<file path="src/design/charger_status_pkg.sv">
// constants, codes and carrier types for the charger status register group
package charger_status_pkg;

  // register offsets
  localparam logic [7:0] ADDR_BOOST = 8'h0a;
  localparam logic [7:0] ADDR_SRC   = 8'h0b;
  localparam logic [7:0] ADDR_FAULT = 8'h0c;

  // reset value of the boost setting register
  localparam logic [7:0] BOOST_RST = 8'h93;

  // field positions
  localparam int BOOST_LSB    = 4;
  localparam int SRC_TYPE_LSB = 5;
  localparam int PHASE_LSB    = 3;
  localparam int GOOD_BIT     = 2;
  localparam int GRADE_BIT    = 1;
  localparam int MINSYS_BIT   = 0;
  localparam int WD_BIT       = 7;
  localparam int BOOSTF_BIT   = 6;
  localparam int CHG_LSB      = 4;
  localparam int BATOV_BIT    = 3;
  localparam int TEMP_LSB     = 0;

  // boost target scaling in millivolts
  localparam logic [12:0] BOOST_OFFSET_MV = 13'd4550;
  localparam int          BOOST_STEP_LOG2 = 6;

  typedef enum logic [2:0] {
    SRC_NONE, SRC_HOST, SRC_CHG_HOST, SRC_DEDICATED,
    SRC_HV_ADJ, SRC_UNKNOWN, SRC_NONSTD, SRC_OTG
  } source_type_t;

  typedef enum logic [1:0] {PH_IDLE, PH_PRE, PH_FAST, PH_DONE} charge_phase_t;

  typedef enum logic [1:0] {CF_NORMAL, CF_INPUT, CF_THERMAL, CF_TIMER} charge_fault_t;

  typedef enum logic [2:0] {I2C_IDLE, I2C_RX, I2C_ACK, I2C_TX, I2C_TXACK} i2c_state_t;

  typedef enum logic [1:0] {KIND_ADDR, KIND_PTR, KIND_DATA} byte_kind_t;

  // live conditions reported in the source and charge status register
  typedef struct packed {
    source_type_t  sourceType;
    charge_phase_t chargePhase;
    logic          inputGood;
    logic          hostHighCurrent;
    logic          batBelowMinSys;
  } status_in_t;

  // fault events and conditions
  typedef struct packed {
    logic       watchdogExpired;
    logic       boostMode;
    logic       otgOverload;
    logic       inputOvervoltage;
    logic       batTooLow;
    logic       inputFault;
    logic       thermalShutdown;
    logic       safetyTimerExpired;
    logic       batOvervoltage;
    logic [2:0] tempSensorCode;
  } fault_in_t;

  typedef struct packed {
    i2c_state_t st;
    byte_kind_t kind;
    logic [7:0] shreg;
    logic [2:0] bitCnt;
    logic       full;
    logic       rw;
    logic [7:0] ptr;
    logic       sdaLow;
    logic       sclPrev;
    logic       sdaPrev;
    logic [7:0] boostReg;
    logic [7:0] srcReg;
    logic [7:0] faultReg;
  } state_t;

  localparam state_t RST_STATE = '{
    st: I2C_IDLE, kind: KIND_ADDR, shreg: 8'h00, bitCnt: 3'h0, full: 1'b0,
    rw: 1'b0, ptr: 8'h00, sdaLow: 1'b0, sclPrev: 1'b1, sdaPrev: 1'b1,
    boostReg: BOOST_RST, srcReg: 8'h00, faultReg: 8'h00};

endpackage

</file>
<file path="src/design/charger_status_regs.sv">
// charger boost setting and status registers behind an i2c target port
// Notes on behaviour
// boost target is 4.55V plus 64mV per step of bits 7:4.
// boost register bits 3:2 reset to zero, bits 1:0 reset to one.
// source type is a 3-bit code, 000 none through 111 otg output.
// input current limit for the source lives elsewhere, not in the code.
// charge phase: 00 idle, 01 pre-charge, 10 fast, 11 terminated.
// grade bit: 0 low current host, 1 high; forced 1 unless code 001.
// min system regulation bit is 1 while battery below minimum system voltage.
// fault bit 7 reads 1 after watchdog expiry, 0 normally.
// boost fault bit 6 on overload, input overvoltage or low battery in boost.
// charge fault code: 00 normal, 01 input, 10 thermal, 11 safety timer.
// status and fault registers are read-only; writes leave them unchanged.
`timescale 1ns/1ps
module charger_status_regs #(
  parameter logic [6:0] DEV_ADDR = 7'h35  // arbitrary default
) (
  // clock and reset
  input  wire logic                          ref_clk,
  input  wire logic                          rstn,
  // i2c pins, open drain data
  input  wire logic                          scl,
  input  wire logic                          sda,
  output logic                               sdaOut,
  output logic                               sdaOe,
  // charger state
  input  wire charger_status_pkg::status_in_t statusIn,
  input  wire charger_status_pkg::fault_in_t  faultIn,
  input  wire logic                          softReset,
  // boost setting to the converter
  output logic [12:0]                        boostTargetMv
);

  charger_status_pkg::state_t cur_ff;
  charger_status_pkg::state_t nxt_cur;

  logic        sclRise;
  logic        sclFall;
  logic        startCond;
  logic        stopCond;
  logic [7:0]  rdByte;
  logic        wrEn;
  logic        loadTx;
  logic        faultRd;
  logic [1:0]  chgCode;
  logic [7:0]  liveFault;

  assign sclRise   = scl & ~cur_ff.sclPrev;
  assign sclFall   = ~scl & cur_ff.sclPrev;
  assign startCond = scl & cur_ff.sclPrev & cur_ff.sdaPrev & ~sda;
  assign stopCond  = scl & cur_ff.sclPrev & ~cur_ff.sdaPrev & sda;

  assign sdaOut = 1'b0;
  assign sdaOe  = cur_ff.sdaLow;

  // boost target scaling
  assign boostTargetMv = charger_status_pkg::BOOST_OFFSET_MV +
    13'({cur_ff.boostReg[charger_status_pkg::BOOST_LSB +: 4],
         {charger_status_pkg::BOOST_STEP_LOG2{1'b0}}});

  // unmapped offsets read as zero
  always_comb begin
    case (cur_ff.ptr)
      charger_status_pkg::ADDR_BOOST: rdByte = cur_ff.boostReg;
      charger_status_pkg::ADDR_SRC:   rdByte = cur_ff.srcReg;
      charger_status_pkg::ADDR_FAULT: rdByte = cur_ff.faultReg;
      default:                        rdByte = 8'h00;
    endcase
  end

  // highest-coded fault wins when several are present
  always_comb begin
    if (faultIn.safetyTimerExpired) begin
      chgCode = charger_status_pkg::CF_TIMER;
    end else if (faultIn.thermalShutdown) begin
      chgCode = charger_status_pkg::CF_THERMAL;
    end else if (faultIn.inputFault) begin
      chgCode = charger_status_pkg::CF_INPUT;
    end else begin
      chgCode = charger_status_pkg::CF_NORMAL;
    end
  end

  always_comb begin
    liveFault = 8'h00;
    // watchdog expiry
    liveFault[charger_status_pkg::WD_BIT] = faultIn.watchdogExpired;
    // boost faults only count in boost mode
    liveFault[charger_status_pkg::BOOSTF_BIT] = faultIn.boostMode &
      (faultIn.otgOverload | faultIn.inputOvervoltage | faultIn.batTooLow);
    liveFault[charger_status_pkg::CHG_LSB +: 2] = chgCode;
    liveFault[charger_status_pkg::BATOV_BIT] = faultIn.batOvervoltage;
    liveFault[charger_status_pkg::TEMP_LSB +: 3] = faultIn.tempSensorCode;
  end

  always_comb begin
    nxt_cur = cur_ff;
    wrEn    = 1'b0;
    loadTx  = 1'b0;
    faultRd = 1'b0;
    nxt_cur.sclPrev = scl;
    nxt_cur.sdaPrev = sda;

    if (startCond) begin
      nxt_cur.st     = charger_status_pkg::I2C_RX;
      nxt_cur.kind   = charger_status_pkg::KIND_ADDR;
      nxt_cur.bitCnt = 3'h0;
      nxt_cur.full   = 1'b0;
      nxt_cur.sdaLow = 1'b0;
    end else if (stopCond) begin
      nxt_cur.st     = charger_status_pkg::I2C_IDLE;
      nxt_cur.sdaLow = 1'b0;
    end else begin
      case (cur_ff.st)
        charger_status_pkg::I2C_RX: begin
          if (sclRise) begin
            nxt_cur.shreg  = {cur_ff.shreg[6:0], sda};
            nxt_cur.bitCnt = cur_ff.bitCnt + 3'h1;
            nxt_cur.full   = (cur_ff.bitCnt == 3'h7);
          end
          if (sclFall && cur_ff.full) begin
            nxt_cur.full   = 1'b0;
            nxt_cur.st     = charger_status_pkg::I2C_ACK;
            nxt_cur.sdaLow = 1'b1;
            case (cur_ff.kind)
              charger_status_pkg::KIND_ADDR: begin
                nxt_cur.rw = cur_ff.shreg[0];
                // another target's address: stay silent until the next start
                if (cur_ff.shreg[7:1] != DEV_ADDR) begin
                  nxt_cur.st     = charger_status_pkg::I2C_IDLE;
                  nxt_cur.sdaLow = 1'b0;
                end
              end
              charger_status_pkg::KIND_PTR: begin
                nxt_cur.ptr = cur_ff.shreg;
              end
              default: begin
                wrEn        = 1'b1;
                nxt_cur.ptr = cur_ff.ptr + 8'h01;
              end
            endcase
          end
        end
        charger_status_pkg::I2C_ACK: begin
          if (sclFall) begin
            nxt_cur.sdaLow = 1'b0;
            nxt_cur.bitCnt = 3'h0;
            if (cur_ff.kind == charger_status_pkg::KIND_ADDR && cur_ff.rw) begin
              loadTx = 1'b1;
            end else begin
              nxt_cur.st   = charger_status_pkg::I2C_RX;
              nxt_cur.kind = (cur_ff.kind == charger_status_pkg::KIND_ADDR) ?
                             charger_status_pkg::KIND_PTR : charger_status_pkg::KIND_DATA;
            end
          end
        end
        charger_status_pkg::I2C_TX: begin
          if (sclFall) begin
            nxt_cur.bitCnt = cur_ff.bitCnt + 3'h1;
            if (cur_ff.bitCnt == 3'h7) begin
              nxt_cur.sdaLow = 1'b0;
              nxt_cur.st     = charger_status_pkg::I2C_TXACK;
            end else begin
              nxt_cur.shreg  = {cur_ff.shreg[6:0], 1'b0};
              nxt_cur.sdaLow = ~cur_ff.shreg[6];
            end
          end
        end
        charger_status_pkg::I2C_TXACK: begin
          if (sclRise) begin
            if (sda) begin
              nxt_cur.st = charger_status_pkg::I2C_IDLE;
            end else begin
              nxt_cur.ptr  = cur_ff.ptr + 8'h01;
              nxt_cur.full = 1'b1;
            end
          end
          if (sclFall && cur_ff.full) begin
            nxt_cur.full   = 1'b0;
            nxt_cur.bitCnt = 3'h0;
            loadTx         = 1'b1;
          end
        end
        default: begin
          nxt_cur.st = charger_status_pkg::I2C_IDLE;
        end
      endcase
    end

    // the byte is captured whole so a read never sees a half-updated register
    if (loadTx) begin
      nxt_cur.shreg  = rdByte;
      nxt_cur.sdaLow = ~rdByte[7];
      nxt_cur.st     = charger_status_pkg::I2C_TX;
      faultRd        = (cur_ff.ptr == charger_status_pkg::ADDR_FAULT);
    end

    // only the boost register accepts data
    if (wrEn && cur_ff.ptr == charger_status_pkg::ADDR_BOOST) begin
      nxt_cur.boostReg = cur_ff.shreg;
    end
    // software reset and watchdog expiry restore defaults, overriding a write
    if (softReset || faultIn.watchdogExpired) begin
      nxt_cur.boostReg = charger_status_pkg::BOOST_RST;
    end

    // live status
    nxt_cur.srcReg[charger_status_pkg::SRC_TYPE_LSB +: 3] = statusIn.sourceType;
    nxt_cur.srcReg[charger_status_pkg::PHASE_LSB +: 2]    = statusIn.chargePhase;
    nxt_cur.srcReg[charger_status_pkg::GOOD_BIT]          = statusIn.inputGood;
    nxt_cur.srcReg[charger_status_pkg::MINSYS_BIT]        = statusIn.batBelowMinSys;
    // grade only meaningful for a plain host port
    // the granted current limit is reported by the input limit register
    nxt_cur.srcReg[charger_status_pkg::GRADE_BIT] =
      (statusIn.sourceType != charger_status_pkg::SRC_HOST) | statusIn.hostHighCurrent;

    // faults hold until read; a new event in the read cycle survives
    nxt_cur.faultReg = (faultRd ? 8'h00 : cur_ff.faultReg) | liveFault;
    if (liveFault[charger_status_pkg::CHG_LSB +: 2] != 2'b00 || faultRd) begin
      nxt_cur.faultReg[charger_status_pkg::CHG_LSB +: 2] = chgCode;
    end
    if (liveFault[charger_status_pkg::TEMP_LSB +: 3] != 3'b000 || faultRd) begin
      nxt_cur.faultReg[charger_status_pkg::TEMP_LSB +: 3] = faultIn.tempSensorCode;
    end
  end

  always_ff @(posedge ref_clk) begin
    if (!rstn) begin
      cur_ff <= charger_status_pkg::RST_STATE;
    end else begin
      cur_ff <= nxt_cur;
    end
  end
endmodule

</file>
<file path="config.mk">
export PLATFORM = sky130hd
export DESIGN_NAME = charger_status_regs
export DESIGN_NICKNAME = d
export VERILOG_FILES = /design/src/design/charger_status_pkg.sv /design/src/design/charger_status_regs.sv
export SDC_FILE = /design/constraint.sdc
export NUM_CORES = 1
export LEC_CHECK = 0
export ABC_AREA = 1
export BUFFER_PORTS_ARGS = -buffer_cell sky130_fd_sc_hd__buf_2
export CORE_ASPECT_RATIO = 1.2
export CORE_MARGIN = 1.5
export CORE_UTILIZATION = 59
export DETAILED_ROUTE_END_ITERATION = 16
export GPL_ROUTABILITY_DRIVEN = 0
export GPL_TIMING_DRIVEN = 0
export PLACE_DENSITY = 0.87
export SLEW_MARGIN = 40
export SYNTH_ARGS = -nofsm -noshare
export SYNTH_HDL_FRONTEND = slang
export SYNTH_SLANG_ARGS = --single-unit
</file>
<file path="constraint.sdc">
create_clock -name ref_clk -period 4.1 [get_ports ref_clk]
set_input_delay 0.82 -clock ref_clk [delete_from_list [all_inputs] [get_ports ref_clk]]
set_output_delay 0.82 -clock ref_clk [all_outputs]
set_load 0.01 [all_outputs]
</file>
==> reports/summary.txt <==
Initial antenna violation count = 0
H-tree levels = 2
Area Overhead vs Synth = 12.08%
Fin. Hold Viols = 0
Post-CTS resize count = 0
Post-synth cell types = 39
CTS Hold Bufs = 0
Seq/Total Area, Yosys = 0.3507
Die height = 81.45 um
Layout Cells excl Fill = 553
Warnings from Yosys = 0
Max-slew violations = 0
Compound-Gate Fraction of Synth Area = 0.1745
Post-synth top area cell = dfxtp_1
Xor-xnor portion of the synthesized cell area = 0.01158
Row count = 28
Post-synth top flop = dfxtp_1
CP startpoint kind = flop
Post-Synthesis Cells = 449
Post-synth top area share = 0.3507
Vias in the first global route = 2939
Core area = 0.004940 mm2
Post-synth EDFFs = 0
CTS tree = done
WP data required = 3280 ps
Post-DR wirelength/cell = 13.14 um
Async set or reset register ratio after synthesis = 0
Clk Latency, worst-skew pair = 310 ps
Post-Synth Simple-Gate Area = 0.3168
Setup violators final = 0
Largest net degree at the start of global routing = 19
Routed vias = 3036
Slew @ Worst Pin = 800.5 ps
Die width = 68.37 um
Main combinational cell family by area after synthesis = simple AND/OR/NAND/NOR gates
Average cell area after synthesis = 6.738 um2
Crit path capture type = output port
HPWL Detailed = 5528 um
Via density = 5.490
P_leak = 0.001679 uW
Number of remaining DRC errors = 0
Critical path class = flop to output port
DR iter-0 viols = 250
Max-Cap Viols = 0
Pwr/cell area = 435.8 mW/mm2
Most common cell after layout, fill and taps aside = nand2_1
Clock root buffer master = clkbuf_8
Worst IR drop on VDD = 0.0002897 V
Maximum clock insertion buffer count = 2
Post-CTS Setup Bufs = 0
I/O Pins = 40
Post-Synth Adder-Cell Area = 0.02481
Most frequent cells in the layout = 100 x nand2_1, 58 x inv_1, 53 x dfxtp_1
TritonCTS buffer count = 5
Period utilization = 0.5071
Sink Count = 53
Setup_tns = 0 ps
Congestion Overflow GR = 0
Min Clock Period, post-route = 2079 ps
CTS clk-pin slew, worst paths = 100 ps
Worst EP arrival = 1260 ps
Outcome = complete, no violations
GR Util All Layers = 0.2919
Fmax = 481.0 MHz
Flops & latches, synth = 53
Initial Util = 0.6125
Detailed Routing Iterations Pass 1 = 5
Cell Count Post-Placement = 545
Post-synthesis mux area share = 0
Slew HR = 0.4622
DRT Wirelength = 7266 um
Port bufs = 29
First-pass GRT wire length = 12360 um
Top cells by area, synth = dfxtp_1 35%, nand2_1 12%, inv_1 7.2%, nand3_1 6.6%, a21oi_1 6.0%
Skew final = 6.874 ps
Hold Path Class = flop to flop
ANT cells = 0
Post-Syn Area = 0.003025 mm2
RSZ-0062 raised after global routing = no
CP max FO = 5
Final #Nets = 523
Share of cells above drive strength 1 = 0.1582
Fin util = 0.6864
Detail Route Antenna Nets = 0
Die ar. = 0.005568 mm2
## layout make-up
class | count | area, um2
Clock buffer | 5 | 68.82
Sequential cell | 53 | 1061
Tap cell | 60 | 75.07
Inverter | 61 | 231.5
Timing Repair Buffer | 29 | 145.1
Buffer | 19 | 128.9
Clock inverter | 3 | 50.05
Multi-Input combinational cell | 323 | 1630
Fill cell | 443 | 1549
## worst paths after layout
path                                              start                 endpoint  slack [ps]  depth (start not counted)
worst max-delay path            cur_ff[20]$_SDFFE_PP1P_        boostTargetMv[10]        2020                          4
worst min-delay path            cur_ff[18]$_SDFFE_PP0P_  cur_ff[18]$_SDFFE_PP0P_         470                          2
worst min register to register  cur_ff[18]$_SDFFE_PP0P_  cur_ff[18]$_SDFFE_PP0P_         470                          2
worst max register to register  cur_ff[28]$_SDFFE_PN0P_  cur_ff[47]$_SDFFE_PN0P_        2200                          8
## worst max-delay path, stage by stage (launching register included)
cell and delay [ps]:
dfxtp_1 320, inv_1 80, ha_1 230, a21boi_0 170
buf_2 150
## power by group
| group | leakage [uW] | total (uW) | switching, uW | internal [uW] |
|---|---|---|---|---|
| combinational | 0.00118 | 447 | 281 | 166 |
| clock | 0.0000603 | 372 | 185 | 187 |
| sequential | 0.000434 | 658 | 79.8 | 579 |
| total | 0.00168 | 1480 | 545 | 932 |
## cell usage after synthesis, types with 2 or more instances
cell / n
nand4_1: 6
o21ai_0: 20
buf_2: 4
o211ai_1: 10
ha_1: 6
buf_4: 10
a21oi_1: 36
buf_6: 2
nor2_4: 3
nand3_1: 40
nand2_1: 100
o21a_1: 3
o21ai_1: 10
inv_1: 58
a31oi_1: 3
dfxtp_1: 53
clkbuf_1: 3
nor2_2: 4
nor3_1: 6
nand2_2: 8
inv_2: 2
xor2_1: 3
conb_1: 2
nor2_1: 41
nand2_4: 2
## registers in the layout (all words and copies together) (netlist names)
| register | count |
|---|---|
| cur_ff | 52 |
| sdaOe | 1 |
## layer usage
layer / global-route usage / vias to the layer above / share of wire
met5: 0 / - / 0
met2: 0.5204 / 94 / 0.51
met4: 0.1220 / 0 / 0.033
met1: 0.3348 / 1389 / 0.41
met3: 0.05616 / 24 / 0.049
li1: - / 1529 / -
## cells by family after synthesis
kind of cell | after synthesis
XOR/XNOR | 4
buffers and inverters | 80
AO/OA/AOI/OAI | 90
AND/OR/NAND/NOR | 214
adder cells (fa/ha/maj) | 6
other | 2
flip-flops | 53
## per-stage QoR
stage	cell area [um2]	total power (uW)	hold slack, ps	setup WS [ps]
floorplan	3052	994.9	429.6	2201
finish	3391	1478	469.3	2021
global route	3391	1582	492.5	1879
global placement	3272	1089	441.9	1771
detailed placement	3272	1106	451.3	1758
CTS	3391	1479	467.4	2008
Note: power is estimated with default switching activity, not from simulation.
